$ cat config.mk
export PLATFORM = sky130hd
export DESIGN_NAME = psi_interlock
export DESIGN_NICKNAME = d
export VERILOG_FILES = /design/src/core/psi_interlock.v /design/src/core/psi_bubble_cnt.v
export VERILOG_INCLUDE_DIRS = /design/src /design/src/core
export SDC_FILE = /design/constraint.sdc
export NUM_CORES = 1
export LEC_CHECK = 0
export ABC_AREA = 1
export BUFFER_PORTS_ARGS = -buffer_cell sky130_fd_sc_hd__buf_2
export CAP_MARGIN = 10
export CELL_PAD_IN_SITES_DETAIL_PLACEMENT = 1
export CELL_PAD_IN_SITES_GLOBAL_PLACEMENT = 1
export CORE_MARGIN = 2
export CORE_UTILIZATION = 42
export CTS_BUF_LIST = sky130_fd_sc_hd__clkbuf_4 sky130_fd_sc_hd__clkbuf_8 sky130_fd_sc_hd__clkbuf_16
export DETAILED_ROUTE_END_ITERATION = 7
export PLACE_DENSITY_LB_ADDON = 0.3
export SLEW_MARGIN = 20
export SYNTH_ARGS = -nofsm -noshare
export SYNTH_HDL_FRONTEND = slang
export SYNTH_SLANG_ARGS = --single-unit
$ cat constraint.sdc
create_clock -name core_clk -period 5.6 [get_ports core_clk]
set_clock_uncertainty 0.05 [all_clocks]
set_input_delay 0.84 -clock core_clk [delete_from_list [all_inputs] [get_ports core_clk]]
set_output_delay 0.84 -clock core_clk [all_outputs]
set_load 0.05 [all_outputs]
$ cat src/core/psi_consts.vh
// Constants for the pipeline stall and interlock control block.
// Assumes inclusion by bare name from core/ design files.
`ifndef PSI_CONSTS_VH
`define PSI_CONSTS_VH

// ****************************************************************
// Instruction class codes from decode
// ****************************************************************
`define PSI_CLS_W          4
`define PSI_CLS_OTHER      4'h0
`define PSI_CLS_DISP_MOVE  4'h1
`define PSI_CLS_PERI_PMEM  4'h2
`define PSI_CLS_PERI_DMEM  4'h3
`define PSI_CLS_BIT_JSR    4'h4
`define PSI_CLS_CTRL_MOVE  4'h5
`define PSI_CLS_GENERIC    4'h6

// ****************************************************************
// Base cycle counts
// ****************************************************************
`define PSI_T_DISP_SHORT   4'h2
`define PSI_T_DISP_LONG    4'h3
`define PSI_T_PERI_PMEM    4'h6
`define PSI_T_PERI_DMEM    4'h2
`define PSI_T_BIT_JSR      4'h4
`define PSI_T_CTRL_MOVE    4'h1
`define PSI_ADD_OPT        4'h1

// ****************************************************************
// Interlock stall counts
// ****************************************************************
`define PSI_ARITH_STALL    4'h1
`define PSI_XFER_STALL     4'h1
`define PSI_STAT_MOVE      4'h2
`define PSI_STAT_BIT       4'h1
`define PSI_COND_STALL     4'h1
`define PSI_AGU_ADJ        4'h3
`define PSI_AGU_ONE_GAP    4'h2
`define PSI_AGU_TWO_GAP    4'h1
`define PSI_AGU_WINDOW     3

// ****************************************************************
// Field widths
// ****************************************************************
`define PSI_CNT_W          4
`define PSI_WAIT_W         4

`endif

$ cat src/core/psi_interlock.v
// Pipeline stall and interlock control between decode and execute.
// Assumes decode presents one instruction descriptor with dec_valid,
// holds it while dec_hold is high, and external bus wait counts are
// supplied by the bus interface in core clock cycles.
// Decode may already show the next descriptor while bubbles run, so
// a stalled instruction's hazard fields are captured when it is taken.
`timescale 1ns/100ps
`include "psi_consts.vh"

// What this block does
// (RL1) External data access lengthens execution by its programmed wait states.
// (RL2) External instruction fetch stalls for the bus wait control count.
// (RL3) Move sourcing accumulator after arithmetic write of it delays one cycle.
// (RL4) Move sourcing accumulator after move write of it delays one cycle.
// (RL5) Status read after arithmetic within two: move stalls two, bit test one.
// (RL6) Conditional transfer then explicit pointer source delays one cycle.
// (RL7) Address use hazards against pointer, offset, modifier writes within three cycles.
// (RL8) Adjacent writer inserts three bubbles before the using instruction.
// (RL9) One instruction between inserts two bubbles.
// (RL10) Two instructions between inserts one bubble.
// (RL11) Distance counted in clock cycles when the user enters decode.
// (RL12) Inserted bubbles count toward distance for later instructions.
// (RL13) Displacement moves take two cycles short, three long.
// (RL14) Peripheral moves: program six, data two, plus one per option.
// (RL15) Bit test jump subroutine takes four, plus one for pre-update.
// (RL16) Control register move takes one plus one per option.
// (RL17) Base counts assume ideal case; options add their cycles, except for displacement moves and PSI_CLS_OTHER, which add none.
// (RL18) Decode holds its instruction while bubbles go to execute.
// (RL19) Concurrent stalls take the largest delay, separate resources add.
module psi_interlock #(
  parameter WAIT_W = `PSI_WAIT_W,
  parameter NREG   = 8
) (
  // Clock and reset
  input  wire                  core_clk,
  input  wire                  rstn,
  // Decode stage descriptor
  input  wire                  dec_valid,
  input  wire [`PSI_CLS_W-1:0] dec_class,
  input  wire [3:0]            dec_generic_t,
  input  wire                  dec_long_disp,
  input  wire                  dec_pre_update,
  input  wire                  dec_long_abs,
  input  wire                  dec_long_imm,
  input  wire                  dec_is_arith,
  input  wire                  dec_is_cond_xfer,
  input  wire [1:0]            dec_move_src_acc,
  input  wire [1:0]            dec_move_dst_acc,
  input  wire [1:0]            dec_arith_dst_acc,
  input  wire                  dec_sr_read_move,
  input  wire                  dec_sr_read_bit,
  input  wire [NREG-1:0]       dec_ptr_src,
  input  wire [NREG-1:0]       dec_agu_use,
  input  wire [NREG-1:0]       dec_agu_wr,
  // External bus timing
  input  wire                  ext_data_acc,
  input  wire [WAIT_W-1:0]     ext_data_waits,
  input  wire                  ext_fetch,
  input  wire [WAIT_W-1:0]     bus_wait_control_reg,
  // Execute stage side
  output reg                   dec_hold,
  output reg                   exe_issue,
  output reg                   exe_bubble,
  output reg  [3:0]            exe_base_cycles,
  output reg  [5:0]            exe_stall_cycles
);

  localparam CW = 6;

  // ****************************************************************
  // Helper functions
  // ****************************************************************

  // Count of addressing options present, each adds one cycle
  function [3:0] opt_add;
    input pre;
    input lab;
    input lim;
    begin
      opt_add = (pre ? `PSI_ADD_OPT : 4'h0) + (lab ? `PSI_ADD_OPT : 4'h0)
              + (lim ? `PSI_ADD_OPT : 4'h0);
    end
  endfunction

  // Larger of two stall counts
  function [5:0] max6;
    input [5:0] a;
    input [5:0] b;
    begin
      max6 = (a > b) ? a : b;
    end
  endfunction

  // ****************************************************************
  // Hazard history
  // ****************************************************************

  // Per-set age in cycles since last pointer/offset/modifier write
  reg  [1:0]      agu_age_r [0:NREG-1];
  reg  [NREG-1:0] agu_live_r;
  reg  [1:0]      acc_arith_r;
  reg  [1:0]      acc_move_r;
  reg  [1:0]      arith_hist_r;
  reg             cond_prev_r;

  wire            cnt_busy;
  wire [CW-1:0]   cnt_remain;
  wire            accept;
  reg  [5:0]      stall_nxt;
  reg  [5:0]      agu_stall;
  reg  [5:0]      dalu_stall;
  reg  [5:0]      bus_stall;
  reg  [3:0]      base_nxt;
  integer         i;
  integer         j;

  // Fields of a stalled instruction, held for its issue edge
  reg             held_arith_r;
  reg  [1:0]      held_arith_acc_r;
  reg  [1:0]      held_move_acc_r;
  reg             held_cond_r;
  reg  [NREG-1:0] held_agu_wr_r;
  wire            issue_now;
  wire            issue_held;

  // A new instruction is taken when no bubbles remain
  assign accept = dec_valid && !cnt_busy;

  // ****************************************************************
  // Issue strobes
  // ****************************************************************

  // Issue at once when taken with no stall, or on the last bubble;
  // history is written at issue so bubbles count toward distance
  assign issue_now  = accept && (stall_nxt == 6'h00);
  assign issue_held = cnt_busy && (cnt_remain == 6'h01);

  // ****************************************************************
  // Stall calculation
  // ****************************************************************

  // Address generation distance grading
  always @* begin
    agu_stall = 6'h00;
    for (i = 0; i < NREG; i = i + 1) begin
      if (dec_agu_use[i] && agu_live_r[i]) begin // see (RL7) (RL11)
        case (agu_age_r[i])
          2'd0: agu_stall = max6(agu_stall, {2'b00, `PSI_AGU_ADJ}); // see (RL8)
          2'd1: agu_stall = max6(agu_stall,
                                 {2'b00, `PSI_AGU_ONE_GAP}); // see (RL9)
          default: agu_stall = max6(agu_stall,
                                 {2'b00, `PSI_AGU_TWO_GAP}); // see (RL10)
        endcase
      end
    end
  end

  // Data ALU and conditional transfer interlocks, largest wins
  always @* begin
    dalu_stall = 6'h00;
    if ((dec_move_src_acc & acc_arith_r) != 2'b00) begin
      dalu_stall = max6(dalu_stall, {2'b00, `PSI_ARITH_STALL}); // see (RL3)
    end
    if ((dec_move_src_acc & acc_move_r) != 2'b00) begin
      dalu_stall = max6(dalu_stall, {2'b00, `PSI_XFER_STALL}); // see (RL4)
    end
    if (arith_hist_r != 2'b00) begin
      if (dec_sr_read_move) begin
        dalu_stall = max6(dalu_stall, {2'b00, `PSI_STAT_MOVE}); // see (RL5)
      end else if (dec_sr_read_bit) begin
        dalu_stall = max6(dalu_stall, {2'b00, `PSI_STAT_BIT}); // see (RL5)
      end
    end
    if (cond_prev_r && (dec_ptr_src != {NREG{1'b0}})) begin
      dalu_stall = max6(dalu_stall, {2'b00, `PSI_COND_STALL}); // see (RL6)
    end
  end

  // External bus waits add since they use a separate resource
  always @* begin
    bus_stall = 6'h00;
    if (ext_data_acc) begin
      bus_stall = bus_stall + {{(6-WAIT_W){1'b0}}, ext_data_waits}; // see (RL1)
    end
    if (ext_fetch) begin
      bus_stall = bus_stall
                + {{(6-WAIT_W){1'b0}}, bus_wait_control_reg}; // see (RL2)
    end
  end

  // Pipeline interlocks share the pipeline: take the max; bus adds
  always @* begin
    stall_nxt = max6(agu_stall, dalu_stall) + bus_stall; // see (RL19)
  end

  // Base cycle count by class and addressing options
  always @* begin
    case (dec_class)
      `PSI_CLS_DISP_MOVE: base_nxt = dec_long_disp ? `PSI_T_DISP_LONG
                                                   : `PSI_T_DISP_SHORT; // see (RL13)
      `PSI_CLS_PERI_PMEM: base_nxt = `PSI_T_PERI_PMEM
                        + opt_add(dec_pre_update, dec_long_abs, 1'b0); // see (RL14)
      `PSI_CLS_PERI_DMEM: base_nxt = `PSI_T_PERI_DMEM
                        + opt_add(dec_pre_update, dec_long_abs, 1'b0); // see (RL14)
      `PSI_CLS_BIT_JSR:   base_nxt = `PSI_T_BIT_JSR
                        + opt_add(dec_pre_update, 1'b0, 1'b0); // see (RL15)
      `PSI_CLS_CTRL_MOVE: base_nxt = `PSI_T_CTRL_MOVE
                        + opt_add(dec_pre_update, dec_long_abs,
                                  dec_long_imm); // see (RL16)
      `PSI_CLS_GENERIC:   base_nxt = dec_generic_t
                        + opt_add(dec_pre_update, dec_long_abs,
                                  dec_long_imm); // see (RL17)
      default:            base_nxt = dec_generic_t;
    endcase
  end

  // ****************************************************************
  // Bubble counter
  // ****************************************************************

  // Loaded with the stall count; nonzero means decode is held
  psi_bubble_cnt #(
    .CW (CW)
  ) u_cnt (
    .core_clk (core_clk),
    .rstn     (rstn),
    .load     (accept && (stall_nxt != 6'h00)),
    .load_val (stall_nxt),
    .busy     (cnt_busy),
    .remain   (cnt_remain)
  );

  // ****************************************************************
  // Held descriptor
  // ****************************************************************

  // Capture at the taking edge; decode may move on during bubbles,
  // and reading its live fields at issue would record the wrong one
  always @(posedge core_clk or negedge rstn) begin
    if (!rstn) begin
      held_arith_r     <= 1'b0;
      held_arith_acc_r <= 2'b00;
      held_move_acc_r  <= 2'b00;
      held_cond_r      <= 1'b0;
      held_agu_wr_r    <= {NREG{1'b0}};
    end else if (accept) begin
      held_arith_r     <= dec_is_arith;
      held_arith_acc_r <= dec_arith_dst_acc;
      held_move_acc_r  <= dec_move_dst_acc;
      held_cond_r      <= dec_is_cond_xfer;
      held_agu_wr_r    <= dec_agu_wr; // see (RL18)
    end
  end

  // ****************************************************************
  // History update
  // ****************************************************************

  // Ages advance every clock, bubbles included; a stalled writer
  // starts its age on its own issue edge
  always @(posedge core_clk or negedge rstn) begin
    if (!rstn) begin
      for (j = 0; j < NREG; j = j + 1) begin
        agu_age_r[j] <= 2'd0;
      end
      agu_live_r <= {NREG{1'b0}};
    end else begin
      for (j = 0; j < NREG; j = j + 1) begin
        if ((issue_now && dec_agu_wr[j])
            || (issue_held && held_agu_wr_r[j])) begin // see (RL7)
          agu_age_r[j]  <= 2'd0;
          agu_live_r[j] <= 1'b1;
        end else if (agu_live_r[j]) begin
          if (agu_age_r[j] == 2'd2) begin // see (RL12)
            agu_live_r[j] <= 1'b0;
          end else begin
            agu_age_r[j] <= agu_age_r[j] + 2'd1; // see (RL11)
          end
        end
      end
    end
  end

  // Previous-instruction flags, updated when an instruction executes
  always @(posedge core_clk or negedge rstn) begin
    if (!rstn) begin
      acc_arith_r  <= 2'b00;
      acc_move_r   <= 2'b00;
      arith_hist_r <= 2'b00;
      cond_prev_r  <= 1'b0;
    end else if (issue_now) begin
      acc_arith_r  <= dec_is_arith ? dec_arith_dst_acc : 2'b00;
      acc_move_r   <= dec_move_dst_acc;
      arith_hist_r <= {arith_hist_r[0], dec_is_arith};
      cond_prev_r  <= dec_is_cond_xfer;
    end else if (issue_held) begin
      // Stalled instruction: use the fields captured when taken
      acc_arith_r  <= held_arith_r ? held_arith_acc_r : 2'b00;
      acc_move_r   <= held_move_acc_r;
      arith_hist_r <= {arith_hist_r[0], held_arith_r};
      cond_prev_r  <= held_cond_r;
    end
  end

  // ****************************************************************
  // Execute stage outputs
  // ****************************************************************

  // Held instruction issues on the last bubble's following cycle
  always @(posedge core_clk or negedge rstn) begin
    if (!rstn) begin
      dec_hold         <= 1'b0;
      exe_issue        <= 1'b0;
      exe_bubble       <= 1'b0;
      exe_base_cycles  <= 4'h0;
      exe_stall_cycles <= 6'h00;
    end else begin
      dec_hold   <= (accept && stall_nxt != 6'h00)
                 || (cnt_busy && cnt_remain != 6'h01); // see (RL18)
      exe_bubble <= (accept && stall_nxt != 6'h00)
                 || (cnt_busy && cnt_remain != 6'h01); // see (RL18)
      exe_issue  <= (accept && stall_nxt == 6'h00)
                 || (cnt_busy && cnt_remain == 6'h01);
      if (accept) begin
        exe_base_cycles  <= base_nxt;
        exe_stall_cycles <= stall_nxt;
      end
    end
  end

endmodule

$ cat src/core/psi_bubble_cnt.v
// Stall counter that issues no-operation bubbles while held.
// Assumes a single core clock and an asynchronous active-low reset.
`timescale 1ns/100ps

module psi_bubble_cnt #(
  parameter CW = 6
) (
  // Clock and reset
  input  wire          core_clk,
  input  wire          rstn,
  // Load side
  input  wire          load,
  input  wire [CW-1:0] load_val,
  // Status
  output wire          busy,
  output wire [CW-1:0] remain
);

  reg [CW-1:0] cnt_r;
  reg [CW-1:0] cnt_nxt;

  // Next count: load a new stall or count down
  always @* begin
    cnt_nxt = cnt_r;
    if (load) begin
      cnt_nxt = load_val;
    end else if (cnt_r != {CW{1'b0}}) begin
      cnt_nxt = cnt_r - {{(CW-1){1'b0}}, 1'b1};
    end
  end

  // Counter register
  always @(posedge core_clk or negedge rstn) begin
    if (!rstn) begin
      cnt_r <= {CW{1'b0}};
    end else begin
      cnt_r <= cnt_nxt;
    end
  end

  assign busy   = (cnt_r != {CW{1'b0}});
  assign remain = cnt_r;

endmodule

==> flow_summary.toml <==
[final_layout]
diodes = 0
final_cells = 780
drive_gt1_frac = 0.2087
num-fill-cells = 1305
syn2layout_area_growth_pct = 15.67
fin_nets = 748

[global_route]
antenna_found_initial = 1
grt_max_degree = 64
track_usage = 0.1984
grt_pass1_vias = 4176
grt_pass1_wl_mm = 17.94
grt_remaining_overflow = 0

[setup_path]
path_common_cell = "nand2_1"
slowest_stage = "dfrtp_1"
crit_required_ns = 5.83
critical_path.max_fanout = 11
cp-end-kind = "register"
cp.arrival_ns = 5.06
start_kind = "register"
path_class = "register to register"
cp_slowest_stage_delay_ns = 0.42

[place]
dp_hpwl_mm = 8.177
dp_cells = 764
io_buffers = 71
place.gp.congestion = 0.8502

[pwr]
ir_drop_uv = 255.3
p_leak_uw = 0.002821
p_sw_uw = 1066
p_per_area_nw_per_um2 = 466.8
seq_power_share = 0.337
intPower_uw = 1262
finalPower_uw = 2329
clock_power_share = 0.158
p_comb_frac = 0.505
switching_share = 0.4579

[synthesis]
synth.ff_latch_count = 63
yosysTopAreaCellShare = 0.3655
synth_area_leaders = "dfrtp_1, nand2_1, ha_1, inv_1, o21ai_0"
synthesis.area_um2 = 4313
yosysTopAreaCell = "dfrtp_1"
avgSynthCellArea_um2 = 7.633
ys_seq_area_frac = 0.3655
syn_inst = 565
ys_warn_count = 0
synth.distinct_cells = 39
synthesis.nets = 671

[floorplan]
die_h_um = 105.3
initial_core_util = 0.4372
chipWidth_um = 105.3
ios = 72
dieArea_um2 = 11100
core_um2 = 9864
rows = 36

[detailed_routing]
via_per_inst = 4.883
wl_mm = 10.26
dr_total_vias = 3809
drtIter0Drc = 123
wl_per_cell_um = 13.16
drtAntennaViolNets = 0
dr.pass1.iters = 4
route.detailed.drc = 0

[clock_tree]
cts_tree = "done"
h-tree-depth = 3
cts_buffers = 9
post_cts_resized = 0
path_clk_slew_ns = 0.07
clock-root-buffer = "clkbuf_8"
worstSkewPairLatency_ns = 0.34
cts_buffer_depth = 2
holdBufCountCts = 0
cts_sinks = 63
post-cts-setup-buffers = 0

[sta]
setup_viol = 0
fmax_mhz = 206.6
maxSlewHeadroom = 0.3678
rsz0062_at_grt = "false"
hold_viol_final = 0
fin_crit_sh = 0.8641
worst_pin_slew_ns = 0.9473
fin_crit_ns = 4.839
setup_tns_ns = 0
final_max_slew_viol_count = 0

[job]
cap_violations = 0

[status]
status = "completed"

[worst_hold_path]
hp-class = "register to register"
==> kinds of logic after synthesis <==
group,share of synthesized area
AND/OR/NAND/NOR,0.2579
buffers and inverters,0.09545
AO/OA/AOI/OAI,0.1015
flip-flops,0.3655
adder cells (fa/ha/maj),0.1451
XOR/XNOR,0.03452
==> metrics by stage <==
stage	hold slack (ns)	setup slack [ns]	utilization	cell area, um^2
6_report	0.4358	0.7608	0.5057	4989
5_1_grt	0.4610	0.2150	0.5057	4989
4_1_cts	0.4395	0.6847	0.5057	4989
3_5_place_dp	0.4171	0.4453	0.4871	4805
3_3_place_gp	0.4121	0.6372	0.4871	4805
2_1_floorplan	0.3936	1.179	-	4313
==> cell usage after synthesis <==
| cell type | n |
|---|---|
| o31ai_1 | 1 |
| nor3_2 | 1 |
| a31oi_1 | 5 |
| a22oi_1 | 2 |
| inv_2 | 14 |
| nor2_1 | 35 |
| nand3_4 | 1 |
| nor3_4 | 1 |
| nand2_2 | 12 |
| nand3_1 | 17 |
| inv_4 | 1 |
| a21o_1 | 1 |
| dfrtp_1 | 63 |
| o21ai_2 | 8 |
| ha_1 | 42 |
| a41oi_1 | 1 |
| clkbuf_1 | 2 |
| nor2_2 | 1 |
| a2111oi_0 | 1 |
| o21bai_1 | 1 |
| xnor2_1 | 2 |
| buf_4 | 1 |
| nor3_1 | 3 |
| nand3_2 | 1 |
| nand4_1 | 3 |
| buf_2 | 3 |
| nand2_1 | 178 |
| fa_1 | 5 |
| xor2_1 | 15 |
| o21a_1 | 2 |
| o211ai_1 | 1 |
| nor4_1 | 1 |
| a21oi_1 | 8 |
| inv_1 | 82 |
| a221oi_1 | 1 |
| o21ai_0 | 42 |
| or2_2 | 3 |
| buf_8 | 1 |
| nor2_4 | 3 |
==> cells in the final DEF (no fill, tap or decap), drive strengths merged, types with 2 or more instances in the layout <==
cell,instances
nand2,190
inv,97
buf,73
dfrtp,63
o21ai,50
ha,42
nor2,39
nand3,19
xor2,15
clkbuf,11
a21oi,8
a31oi,5
fa,5
nor3,5
or2,3
nand4,3
clkinvlp,3
o21a,2
xnor2,2
a22oi,2
clkinv,2
==> sequential cells by signal, indices dropped and copies added, names as in the netlist, 2 cells and up <==
| register | count |
|---|---|
| acc_arith_r | 2 |
| acc_move_r | 2 |
| agu_age_r | 16 |
| agu_live_r | 8 |
| arith_hist_r | 2 |
| exe_base_cycles | 4 |
| exe_stall_cycles | 6 |
| held_agu_wr_r | 8 |
| held_arith_acc_r | 2 |
| held_move_acc_r | 2 |
| u_cnt.remain | 6 |
==> power by group through the flow <==
stage	Clock, uW	Combinational (uW)	Sequential [uW]
final	367	1180	785
after global routing	399	1370	813
after CTS	378	1200	789
after detailed placement	0	1200	791
after global placement	0	1120	784
after floorplan	0	795	872
==> routing by layer <==
metal	wire, um	up-vias	global-route usage	share of wire
met5	8	-	0	0.00078
met4	137	2	0.06190	0.013
met3	352	12	0.03463	0.034
met2	5321	56	0.3682	0.52
met1	4443	1838	0.2301	0.43
li1	-	1901	-	-
==> path summary, 6_finish.rpt <==
path	startpoint	end	slack [ns]	cells after the start
setup / recovery	agu_age_r[14]	arith_hist_r[1]	0.76	35
hold / removal	exe_stall_cycles[0]	exe_stall_cycles[0]	0.44	2
setup reg to reg	agu_age_r[14]	arith_hist_r[1]	0.76	35
hold reg to reg	exe_stall_cycles[0]	exe_stall_cycles[0]	0.44	2
max in group asynchronous	rstn	cond_prev_r	4.35	2
min in group asynchronous	rstn	exe_stall_cycles[2]	0.61	2
==> layout make-up <==
type | instances | area [um^2] | share of cell area
clock buffer | 11 | 151.4 | 0.03035
clock inverter | 5 | 32.53 | 0.006521
inverter | 97 | 366.6 | 0.07349
multi-input combinational | 398 | 2325 | 0.4660
sequential | 63 | 1577 | 0.3160
tap | 133 | 166.4 | 0.03336
timing repair buffer | 73 | 370.4 | 0.07424
==> worst max-delay path: cells and delay by family, from the launching register on <==
kind / cells / cell delay, ns
AO/OA/AOI/OAI: 4 / 0.76
XOR/XNOR: 1 / 0.20
adder cells (fa/ha/maj): 4 / 1.12
buffers and inverters: 6 / 0.59
flip-flops: 1 / 0.42
AND/OR/NAND/NOR: 20 / 1.68
Note: power is estimated with default switching activity, not from simulation.
